--- src/verilog/sfe_pkg.sv ---
/*
 * Constants for the serial flash erase, suspend and power-down sequencer:
 * opcodes, array geometry, flag reset values and timing counts.
 * Assumes a 250 MHz system clock that oversamples the serial link.
 */
package sfe_pkg;
	// ==========================================================
	// Clock and timing.
	localparam int CLK_PERIOD_NS = 4;
	localparam int RESUME_BUSY_NS = 200;
	localparam int RESUME_BUSY_CYC = RESUME_BUSY_NS / CLK_PERIOD_NS;
	localparam int SUSPEND_LATENCY_US = 20;
	localparam int SUSPEND_LATENCY_CYC = SUSPEND_LATENCY_US * 1000 / CLK_PERIOD_NS;
	localparam int PD_ENTRY_US = 3;
	localparam int PD_ENTRY_CYC = PD_ENTRY_US * 1000 / CLK_PERIOD_NS;
	localparam int RELEASE_US = 3;
	localparam int RELEASE_CYC = RELEASE_US * 1000 / CLK_PERIOD_NS;
	// Erase times in microseconds; defaults of top-level parameters.
	localparam int SMALL_REGION_ERASE_US = 45000;
	localparam int HALF_BLOCK_ERASE_US = 120000;
	localparam int FULL_BLOCK_ERASE_US = 150000;
	localparam int WHOLE_ARRAY_ERASE_US = 5000000;
	localparam int CNT_W = 32;

	// ==========================================================
	// Opcodes.
	localparam logic [7:0] OP_SECTOR_ERASE = 8'h20;
	localparam logic [7:0] OP_BLOCK32_ERASE = 8'h52;
	localparam logic [7:0] OP_BLOCK64_ERASE = 8'hd8;
	localparam logic [7:0] OP_CHIP_ERASE_A = 8'hc7;
	localparam logic [7:0] OP_CHIP_ERASE_B = 8'h60;
	localparam logic [7:0] OP_SECREG_ERASE = 8'h44;
	localparam logic [7:0] OP_SUSPEND = 8'h75;
	localparam logic [7:0] OP_RESUME = 8'h7a;
	localparam logic [7:0] OP_POWER_DOWN = 8'hb9;
	localparam logic [7:0] OP_RELEASE_PD = 8'hab;
	localparam logic [7:0] OP_WRITE_STATUS = 8'h01;
	localparam logic [7:0] OP_PAGE_PROG = 8'h02;
	localparam logic [7:0] OP_QUAD_PROG = 8'h32;
	localparam logic [7:0] OP_SECREG_PROG = 8'h42;

	// ==========================================================
	// Geometry: address bit where each region starts.
	localparam int ADDR_W = 24;
	localparam int SECTOR_LSB = 12;
	localparam int BLOCK32_LSB = 15;
	localparam int BLOCK64_LSB = 16;
	localparam int BIT_CNT_W = 6;
	localparam logic [5:0] BITS_OPCODE = 6'h08;
	localparam logic [5:0] BITS_OP_ADDR = 6'h20;

	// ==========================================================
	// Reset values and kinds of operation.
	localparam logic RST_SUSPEND = 1'b0;
	localparam logic RST_POWERDOWN = 1'b0;
	typedef enum logic [2:0] {
		SFE_OP_NONE,
		SFE_OP_SECTOR,
		SFE_OP_BLOCK32,
		SFE_OP_BLOCK64,
		SFE_OP_CHIP,
		SFE_OP_PROGRAM
	} sfe_op_t;
endpackage

--- src/verilog/sfe_erase_seq.sv ---
/*
 * Erase, suspend/resume and deep power-down sequencer of a serial flash.
 * Assumes the serial pins come from the host asynchronously; the program
 * engine, status register and protection logic sit outside and share
 * their flags through plain ports.
 */
// Overview of operation
// - Opcode 20h plus 24-bit address erases the containing 4K sector.
// - Opcode 52h plus address erases the containing 32K block.
// - Opcode D8h plus address erases the containing 64K block.
// - Opcode C7h or 60h alone erases the whole array.
// - Erase opcodes are accepted only while the write enable latch is set.
// - Chip select must rise right after the last byte's eighth bit.
// - Valid erase starts self-timed; busy stays high until completion.
// - Completed erase clears the write enable latch.
// - Protected target skips sector/block erase; any protection skips chip erase.
// - Suspend 75h accepted only when not suspended and busy on erase/program.
// - Suspend during whole-chip erase is ignored.
// - While erase suspended, status write and all erase opcodes are refused.
// - While program suspended, status write and program opcodes are refused.
// - Accepted suspend sets suspend flag at once; busy drops within latency.
// - Power loss while suspended clears the suspend flag; resume then ignored.
// - Resume 7Ah accepted only when suspended and not busy.
// - Resume clears suspend at once, raises busy within 200ns, then completes.
// - Opcode B9h, properly terminated, enters deep power-down within latency.
// - In deep power-down only release opcode ABh is recognised.
// - Device always powers up in normal operation.
module sfe_erase_seq
	import sfe_pkg::*;
#(
	parameter int SMALL_REGION_ERASE_TIME = SMALL_REGION_ERASE_US * 250,
	parameter int HALF_BLOCK_ERASE_TIME   = HALF_BLOCK_ERASE_US * 250,
	parameter int FULL_BLOCK_ERASE_TIME   = FULL_BLOCK_ERASE_US * 250,
	parameter int WHOLE_ARRAY_ERASE_TIME  = WHOLE_ARRAY_ERASE_US * 250,
	parameter int SUSPEND_TIME            = SUSPEND_LATENCY_CYC
)(
	input  wire logic                 i_clk_sys,
	input  wire logic                 i_rst,
	input  wire logic                 i_cs_n,
	input  wire logic                 i_sclk,
	input  wire logic                 i_mosi,
	input  wire logic                 i_write_enable_latch,
	input  wire logic                 i_region_protected,
	input  wire logic                 i_any_protected,
	input  wire logic                 i_program_busy,
	output logic                      o_wel_clear,
	output logic                      o_busy,
	output logic                      o_suspend_flag,
	output logic                      o_powerdown,
	output logic                      o_erase_start,
	output sfe_pkg::sfe_op_t          o_erase_kind,
	output logic [sfe_pkg::ADDR_W-1:0] o_erase_addr,
	output logic                      o_program_suspend,
	output logic                      o_refused
);
	import sfe_pkg::*;

	localparam logic [CNT_W-1:0] RESUME_CNT = CNT_W'(RESUME_BUSY_CYC);
	localparam logic [CNT_W-1:0] PD_CNT = CNT_W'(PD_ENTRY_CYC);

	typedef enum logic [2:0] {
		ST_IDLE,
		ST_ERASING,
		ST_SUSPENDING,
		ST_SUSPENDED,
		ST_RESUMING,
		ST_PD_ENTRY,
		ST_POWERDOWN
	} sfe_state_t;

	typedef struct packed {
		sfe_state_t           state;
		sfe_op_t              kind;
		logic [CNT_W-1:0]     remain;
		logic [CNT_W-1:0]     wait_cnt;
		logic [ADDR_W-1:0]    addr;
		logic                 busy;
		logic                 suspend_flag;
		logic                 prog_sus;
		logic                 pd;
		logic                 wel_clear;
		logic                 start;
		logic                 refused;
	} sfe_seq_t;

	sfe_seq_t st;
	sfe_seq_t next_st;

	logic        rx_end;
	logic [5:0]  rx_bits;
	logic [31:0] rx_shift;

	// ==========================================================
	// Serial front end.
	sfe_link_rx u_rx (
		.i_clk_sys   (i_clk_sys),
		.i_rst       (i_rst),
		.i_cs_n      (i_cs_n),
		.i_sclk      (i_sclk),
		.i_mosi      (i_mosi),
		.o_frame_end (rx_end),
		.o_bits      (rx_bits),
		.o_shift     (rx_shift),
		.o_op_ready  (),
		.o_opcode    ()
	);

	// Frame opcode is the top byte of a four-byte frame, else the low byte.
	function automatic logic [7:0] frame_op(input logic [5:0] bits, input logic [31:0] sh);
		frame_op = (bits == BITS_OP_ADDR) ? sh[31:24] : sh[7:0];
	endfunction

	// First byte of a whole-byte frame of up to four bytes.
	function automatic logic [7:0] lead_byte(input logic [5:0] bits, input logic [31:0] sh);
		case (bits)
			6'h08:   lead_byte = sh[7:0];
			6'h10:   lead_byte = sh[15:8];
			6'h18:   lead_byte = sh[23:16];
			default: lead_byte = sh[31:24];
		endcase
	endfunction

	// A frame whose length is a whole number of bytes, four at the most.
	function automatic logic whole_frame(input logic [5:0] bits);
		whole_frame = bits[2:0] == 3'h0 && bits != 6'h00 && bits <= BITS_OP_ADDR;
	endfunction

	// Erase duration in cycles for each kind.
	function automatic logic [CNT_W-1:0] erase_time(input sfe_op_t k);
		case (k)
			SFE_OP_SECTOR:  erase_time = CNT_W'(SMALL_REGION_ERASE_TIME);
			SFE_OP_BLOCK32: erase_time = CNT_W'(HALF_BLOCK_ERASE_TIME);
			SFE_OP_BLOCK64: erase_time = CNT_W'(FULL_BLOCK_ERASE_TIME);
			default:        erase_time = CNT_W'(WHOLE_ARRAY_ERASE_TIME);
		endcase
	endfunction

	// Region base: bits below the region size are don't-care.
	function automatic logic [ADDR_W-1:0] region_base(input sfe_op_t k,
		input logic [ADDR_W-1:0] a);
		case (k)
			SFE_OP_SECTOR:  region_base = {a[ADDR_W-1:SECTOR_LSB], 12'h000};
			SFE_OP_BLOCK32: region_base = {a[ADDR_W-1:BLOCK32_LSB], 15'h0000};
			SFE_OP_BLOCK64: region_base = {a[ADDR_W-1:BLOCK64_LSB], 16'h0000};
			default:        region_base = '0;
		endcase
	endfunction

	logic [7:0] op;
	logic       len_addr;
	logic       len_op;
	sfe_op_t    req_kind;
	logic       busy_now;

	// ==========================================================
	// Decode the frame that chip select just closed.
	always_comb begin
		op = frame_op(rx_bits, rx_shift);
		len_addr = rx_bits == BITS_OP_ADDR;
		len_op = rx_bits == BITS_OPCODE;
		busy_now = st.busy || i_program_busy;
		req_kind = SFE_OP_NONE;
		if (len_addr && op == OP_SECTOR_ERASE) begin
			req_kind = SFE_OP_SECTOR;
		end else if (len_addr && op == OP_BLOCK32_ERASE) begin
			req_kind = SFE_OP_BLOCK32;
		end else if (len_addr && op == OP_BLOCK64_ERASE) begin
			req_kind = SFE_OP_BLOCK64;
		end else if (len_op && (op == OP_CHIP_ERASE_A || op == OP_CHIP_ERASE_B)) begin
			req_kind = SFE_OP_CHIP;
		end
	end

	// ==========================================================
	// Main sequencer. Counts run every cycle; long erase times are
	// parameters so a bench can shorten them.
	always_comb begin
		next_st = st;
		next_st.wel_clear = 1'b0;
		next_st.start = 1'b0;
		next_st.refused = 1'b0;
		case (st.state)
			ST_IDLE: begin
				// Only a suspended program leaves the sequencer idle with the flag set.
				if (rx_end && st.prog_sus && whole_frame(rx_bits) &&
					lead_byte(rx_bits, rx_shift) inside
					{OP_WRITE_STATUS, OP_PAGE_PROG, OP_QUAD_PROG, OP_SECREG_PROG}) begin
					next_st.refused = 1'b1;
				end else if (rx_end && !busy_now && req_kind != SFE_OP_NONE) begin
					// Unlatched or protected targets drop silently.
					if (i_write_enable_latch &&
						!(req_kind == SFE_OP_CHIP ? i_any_protected
						: i_region_protected)) begin
						next_st.state = ST_ERASING;
						next_st.kind = req_kind;
						next_st.addr = region_base(req_kind, rx_shift[ADDR_W-1:0]);
						next_st.remain = erase_time(req_kind);
						next_st.busy = 1'b1;
						next_st.start = 1'b1;
					end
				end else if (rx_end && len_op && op == OP_RESUME) begin
					if (st.suspend_flag && !busy_now) begin
						next_st.suspend_flag = 1'b0;
						next_st.prog_sus = 1'b0;
						next_st.state = ST_RESUMING;
						next_st.wait_cnt = RESUME_CNT - CNT_W'(2);
					end
				end else if (rx_end && len_op && op == OP_SUSPEND && i_program_busy &&
					!st.suspend_flag) begin
					next_st.suspend_flag = 1'b1;
					next_st.prog_sus = 1'b1;
				end else if (rx_end && len_op && op == OP_POWER_DOWN && !busy_now &&
					!st.suspend_flag) begin
					next_st.state = ST_PD_ENTRY;
					next_st.wait_cnt = PD_CNT - CNT_W'(1);
				end
			end
			ST_ERASING: begin
				if (rx_end && len_op && op == OP_SUSPEND && !st.suspend_flag &&
					st.kind != SFE_OP_CHIP) begin
					next_st.suspend_flag = 1'b1;
					next_st.state = ST_SUSPENDING;
					next_st.wait_cnt = CNT_W'(SUSPEND_TIME) - CNT_W'(1);
				end else if (st.remain <= CNT_W'(1)) begin
					next_st.state = ST_IDLE;
					next_st.busy = 1'b0;
					next_st.wel_clear = 1'b1;
					next_st.kind = SFE_OP_NONE;
				end else begin
					next_st.remain = st.remain - CNT_W'(1);
				end
			end
			ST_SUSPENDING: begin
				if (st.wait_cnt == '0) begin
					next_st.busy = 1'b0;
					next_st.state = ST_SUSPENDED;
				end else begin
					next_st.wait_cnt = st.wait_cnt - CNT_W'(1);
				end
			end
			ST_SUSPENDED: begin
				if (rx_end && len_op && op == OP_RESUME && st.suspend_flag && !busy_now) begin
					next_st.suspend_flag = 1'b0;
					next_st.state = ST_RESUMING;
					next_st.wait_cnt = RESUME_CNT - CNT_W'(2);
				end else if (rx_end && whole_frame(rx_bits)) begin
					// Every erase opcode and the status write, in any whole-byte frame of up to four bytes.
					next_st.refused = lead_byte(rx_bits, rx_shift) inside
						{OP_WRITE_STATUS, OP_SECTOR_ERASE, OP_BLOCK32_ERASE,
						OP_BLOCK64_ERASE, OP_CHIP_ERASE_A, OP_CHIP_ERASE_B,
						OP_SECREG_ERASE};
				end
			end
			ST_RESUMING: begin
				// Busy returns inside 200 ns; erase resumes where it stopped.
				if (st.wait_cnt == '0) begin
					next_st.busy = st.kind != SFE_OP_NONE;
					next_st.state = st.kind != SFE_OP_NONE ? ST_ERASING : ST_IDLE;
				end else begin
					next_st.wait_cnt = st.wait_cnt - CNT_W'(1);
				end
			end
			ST_PD_ENTRY: begin
				if (st.wait_cnt == '0) begin
					next_st.pd = 1'b1;
					next_st.state = ST_POWERDOWN;
				end else begin
					next_st.wait_cnt = st.wait_cnt - CNT_W'(1);
				end
			end
			ST_POWERDOWN: begin
				// Only the release opcode is heard; status reads included go dark.
				if (rx_end && len_op && op == OP_RELEASE_PD) begin
					next_st.pd = 1'b0;
					next_st.state = ST_IDLE;
				end
			end
			default: begin
				next_st.state = ST_IDLE;
			end
		endcase
	end

	// Reset models power-up: normal mode, suspend cleared.
	always_ff @(posedge i_clk_sys) begin
		if (i_rst) begin
			st <= '{state: ST_IDLE, kind: SFE_OP_NONE, remain: '0, wait_cnt: '0,
				addr: '0, busy: 1'b0, suspend_flag: RST_SUSPEND, prog_sus: 1'b0,
				pd: RST_POWERDOWN, wel_clear: 1'b0, start: 1'b0,
				refused: 1'b0};
		end else begin
			st <= next_st;
		end
	end

	// ==========================================================
	// Outputs straight from the state register.
	assign o_wel_clear = st.wel_clear;
	assign o_busy = st.busy;
	assign o_suspend_flag = st.suspend_flag;
	assign o_powerdown = st.pd;
	assign o_erase_start = st.start;
	assign o_erase_kind = st.kind;
	assign o_erase_addr = st.addr;
	assign o_program_suspend = st.prog_sus;
	assign o_refused = st.refused;
endmodule

--- src/verilog/sfe_link_rx.sv ---
/*
 * Serial receiver: samples chip select and serial clock through two-flop
 * synchronisers, shifts data in MSB first on rising clock edges, and
 * reports each frame at the chip select rising edge.
 * Assumes the serial clock is well below a quarter of the system clock.
 */
module sfe_link_rx
	import sfe_pkg::*;
(
	input  wire logic        i_clk_sys,
	input  wire logic        i_rst,
	input  wire logic        i_cs_n,
	input  wire logic        i_sclk,
	input  wire logic        i_mosi,
	output logic             o_frame_end,
	output logic [5:0]       o_bits,
	output logic [31:0]      o_shift,
	output logic             o_op_ready,
	output logic [7:0]       o_opcode
);
	import sfe_pkg::*;

	typedef struct packed {
		logic [1:0]  cs_s;
		logic [1:0]  ck_s;
		logic [1:0]  di_s;
		logic        ck_d;
		logic        cs_d;
		logic [5:0]  bits;
		logic [31:0] shift;
		logic        frame_end;
		logic        op_ready;
	} sfe_rx_t;

	sfe_rx_t st;
	sfe_rx_t next_st;

	// ==========================================================
	// Synchronise pins, then find edges only on the second stage.
	always_comb begin
		next_st = st;
		next_st.cs_s = {st.cs_s[0], i_cs_n};
		next_st.ck_s = {st.ck_s[0], i_sclk};
		next_st.di_s = {st.di_s[0], i_mosi};
		next_st.ck_d = st.ck_s[1];
		next_st.cs_d = st.cs_s[1];
		next_st.frame_end = 1'b0;
		next_st.op_ready = 1'b0;
		if (st.cs_s[1]) begin
			// Idle: the count restarts only after the frame-end cycle, so the
			// decoder still sees the length of the frame that just closed.
			if (st.cs_d) begin
				next_st.bits = '0;
			end
		end else if (st.ck_s[1] && !st.ck_d) begin
			next_st.shift = {st.shift[30:0], st.di_s[1]};
			if (st.bits != 6'h3f) begin
				next_st.bits = st.bits + 6'h01;
			end
			next_st.op_ready = (st.bits + 6'h01) == BITS_OPCODE;
		end
		if (st.cs_s[1] && !st.cs_d) begin
			next_st.frame_end = 1'b1;
		end
	end

	always_ff @(posedge i_clk_sys) begin
		if (i_rst) begin
			st <= '{cs_s: 2'h3, ck_s: 2'h0, di_s: 2'h0, ck_d: 1'b0, cs_d: 1'b1,
				bits: 6'h00, shift: 32'h0, frame_end: 1'b0, op_ready: 1'b0};
		end else begin
			st <= next_st;
		end
	end

	// Bit count is held through the frame-end pulse for the decoder.
	assign o_frame_end = st.frame_end;
	assign o_bits = st.bits;
	assign o_shift = st.shift;
	assign o_op_ready = st.op_ready;
	assign o_opcode = st.shift[7:0];
endmodule

--- config.mk ---
export PLATFORM = sky130hd
export DESIGN_NAME = sfe_erase_seq
export DESIGN_NICKNAME = d
export VERILOG_FILES = /design/src/verilog/sfe_pkg.sv /design/src/verilog/sfe_erase_seq.sv /design/src/verilog/sfe_link_rx.sv
export SDC_FILE = /design/constraint.sdc
export NUM_CORES = 1
export LEC_CHECK = 0
export BUFFER_PORTS_ARGS = -buffer_cell sky130_fd_sc_hd__buf_2
export CORE_ASPECT_RATIO = 1.2
export CORE_MARGIN = 5
export CORE_UTILIZATION = 25
export CTS_CLUSTER_DIAMETER = 200
export DETAILED_ROUTE_END_ITERATION = 7
export PLACE_DENSITY_LB_ADDON = 0.2
export SYNTH_ARGS = -nofsm -noshare
export SYNTH_HDL_FRONTEND = slang
export SYNTH_SLANG_ARGS = --single-unit
--- constraint.sdc ---
create_clock -name i_clk_sys -period 3.4 [get_ports i_clk_sys]
set_clock_uncertainty 0.1 [all_clocks]
set_input_delay 0 -clock i_clk_sys [delete_from_list [all_inputs] [get_ports i_clk_sys]]
set_output_delay 0 -clock i_clk_sys [all_outputs]
set_load 0.005 [all_outputs]
==> flow_summary.json <==
{
  "status": "finished clean",
  "syn_to_final_growth_pct": 17.69,
  "ff2ff_path_depth": 11,
  "root_buffer": "clkbuf_16",
  "max-vdd-ir-drop_mv": 0.4288,
  "post_cts_buffers": 0,
  "worstSetupPathType": "reg2reg",
  "gp_congestion": 0.8477,
  "insertion_delay_ns": 0.43,
  "grt_pass1_wl_um": 37420,
  "worstMarginPinSlew_ns": 0.9100,
  "h-tree-depth": 4,
  "async_flop_share_pct": 0,
  "hp-class": "in2reg",
  "antenna_found_initial": 0,
  "numPortBuffers": 30,
  "grt_max_degree": 73,
  "num-fill-cells": 3356,
  "rows": 70,
  "synth_ff_type": "dfxtp_1",
  "ys_ff_latch": 136,
  "start_kind": "flop",
  "p_comb_share_pct": 52.5,
  "tns_ns": 0,
  "worstHoldStart": "i_region_protected",
  "antenna_cells": 0,
  "r2r_setup_slack_ns": 0.21,
  "grt_use_total_pct": 13.53,
  "post-route-drc-count": 0,
  "fp.dieH_um": 201.5,
  "synth_edf_count": 0,
  "finalCritPeriodShare_pct": 93.94,
  "final_cell_mix": "136 x dfxtp_1, 119 x nand2_1, 102 x nor2_1, 88 x a21oi_1, 54 x buf_4",
  "p_clk_share_pct": 21.6,
  "leakagePower_nw": 3.234,
  "yosysWarnings": 0,
  "p_total_mw": 8.569,
  "instances_no_fill": 1436,
  "reg2reg_from": "st[31]",
  "start_util_pct": 25.21,
  "switching_share_pct": 44.41,
  "slew_headroom_pct": 38.69,
  "path_clk_slew_ns": 0.07,
  "wire_per_inst_um": 16.17,
  "p_int_mw": 4.763,
  "dp_hpwl_um": 16570,
  "cts.path.max_buffers": 2,
  "fin_nets": 1041,
  "avgSynthCellArea_um2": 7.692,
  "via_per_inst": 4.951,
  "cp.arrival_ns": 3.41,
  "grt_pass1_vias": 6834,
  "seqPwrFrac_pct": 25.9,
  "maxCapViolations": 0,
  "synth.distinct_cells": 79,
  "seq_area_frac_synth_pct": 35.64,
  "post-route-min-period_ns": 3.194,
  "num_vias": 7109,
  "crit_path_end_kind": "flop",
  "fp.dieW_um": 169.6,
  "synthCells": 993,
  "finalHoldViolCount": 0,
  "rr_endpoint": "o_busy",
  "rsz0062_at_grt": "yes",
  "worstHoldEndpoint": "o_erase_kind[2]",
  "switchingPower_mw": 3.805,
  "setup_viol": 0,
  "max_freq_mhz": 313.1,
  "power_density_mw_per_mm2": 953.2,
  "clock-sinks": 136,
  "cts_buffers": 17,
  "worstPathRequired_ns": 3.61,
  "drt_iter0_markers": 440,
  "core_mm2": 0.03030,
  "utilization_pct": 29.67,
  "cts_tree": "built",
  "finalMaxSlewViolations": 0,
  "grt_overflow": 0,
  "final_common_cell": "dfxtp_1",
  "placedCellCount": 1396,
  "firstDrtPassIters": 5,
  "hold_depth": 5,
  "crit_fanout": 5,
  "totalWireLength_um": 23210,
  "die_area_mm2": 0.03416,
  "whs_ns": 0.1444,
  "ant_nets": 0,
  "drive_above_1_share_pct": 15.29,
  "syn_area_mm2": 0.007639,
  "pin_count": 43
}
==> worst max path at each step <==
stage                              start  endpoint  slack, ns  cells after the start
after detailed placement  u_rx.o_bits[1]    st[31]        0.1                     10
final                             st[31]    o_busy       0.21                     11
after global routing      u_rx.o_bits[1]    st[38]      -0.02                     10
after global placement    u_rx.o_bits[1]   st[100]       0.12                     10
after floorplan           u_rx.o_bits[0]    st[99]       0.38                     11
after CTS                 u_rx.o_bits[1]    st[31]       0.07                     10
==> final cells by class <==
cell class | count | area (um2) | share of cell area [%]
inverters | 11 | 41.29 | 0.4593
flip-flops and latches | 136 | 2723 | 30.29
well taps | 396 | 495.5 | 5.511
repair buffers | 93 | 670.6 | 7.460
clock inverters | 13 | 147.6 | 1.642
clock buffers | 19 | 432.9 | 4.816
multi-input cells | 768 | 4479 | 49.83
==> worst max-delay path, cell delays in order, from the launching register on <==
cell and delay, ns:
dfxtp_1 0.31, inv_1 0.10, ha_1 0.21, or3b_2 0.51
or3_1 0.46, nand4b_1 0.29, buf_4 0.22, maj3_1 0.34
o21ai_0 0.20, nand3_1 0.12, mux2i_1 0.16, nor2_1 0.05
==> registers in the layout, summed over array words and instances, names as in the netlist <==
name / cells
o_busy: 1
o_erase_addr: 12
o_erase_kind: 3
o_erase_start: 1
o_powerdown: 1
o_program_suspend: 1
o_refused: 1
o_suspend_flag: 1
o_wel_clear: 1
st: 67
u_rx.next_st: 5
u_rx.o_bits: 6
u_rx.o_frame_end: 1
u_rx.o_shift: 32
u_rx.st: 3
==> synth_stat cells (10+ instances only) <==
| library cell | n | share of area (%) |
|---|---|---|
| or3_1 | 27 | 2.2 |
| nor3_1 | 42 | 2.8 |
| nand3_1 | 23 | 1.5 |
| and3_1 | 18 | 1.5 |
| clkbuf_1 | 48 | 2.4 |
| nor2_1 | 102 | 5.0 |
| xnor2_1 | 25 | 2.9 |
| dfxtp_1 | 136 | 36 |
| nand2b_1 | 12 | 0.98 |
| o211ai_1 | 12 | 1.2 |
| or2_2 | 14 | 1.1 |
| or4_1 | 14 | 1.4 |
| nand2_1 | 120 | 5.9 |
| o21ai_1 | 16 | 1.0 |
| mux2i_1 | 12 | 1.6 |
| o21ai_0 | 40 | 2.6 |
| nor2b_1 | 11 | 0.90 |
| a21oi_1 | 89 | 5.8 |
| buf_4 | 29 | 2.9 |
| nor4_1 | 21 | 1.7 |
| inv_1 | 10 | 0.49 |
==> layer usage <==
metal	vias up	global-route usage (%)	part of all wire [%]
met1	3333	17.40	46
li1	3614	-	-
met4	0	4.285	1.8
met5	-	0	0
met3	35	2.476	2.8
met2	127	22.88	49
==> through the flow <==
step,setup slack [ns],instance area [um2]
after global routing,-0.01591,8990
final,0.2062,8990
after detailed placement,0.09937,8309
after global placement,0.1155,8309
after CTS,0.06644,8970
after floorplan,0.3814,7680
==> kinds of logic after synthesis <==
| logic type | after synthesis | share of synthesized area, % |
|---|---|---|
| buffers and inverters | 100 | 6.650 |
| xor gates and xnor gates | 31 | 3.554 |
| AOI/OAI and AO/OA | 237 | 19.18 |
| muxes | 14 | 1.867 |
| other | 1 | 0.04909 |
| and+or+nand+nor | 468 | 32.10 |
| DFF | 136 | 35.64 |
| adders and majority gates | 6 | 0.9500 |
==> power groups by stage <==
stage          combinational [mW]  sequential [mW]  clock (mW)
2_1_floorplan                3.35             2.14           0
3_3_place_gp                 4.50             2.25           0
3_5_place_dp                 4.50             2.25           0
4_1_cts                      4.53             2.22        1.90
5_1_grt                      5.03             2.27        1.98
6_report                     4.50             2.22        1.85
==> repair_timing <==
item / 4_1_cts / 5_1_grt
endpoints found under the hold margin: 31 / 0
resized for setup: 0 / 8
hold buffers: 8 / 0
endpoints found under the setup margin: 0 / 23
Note: power is estimated with default switching activity, not from simulation.
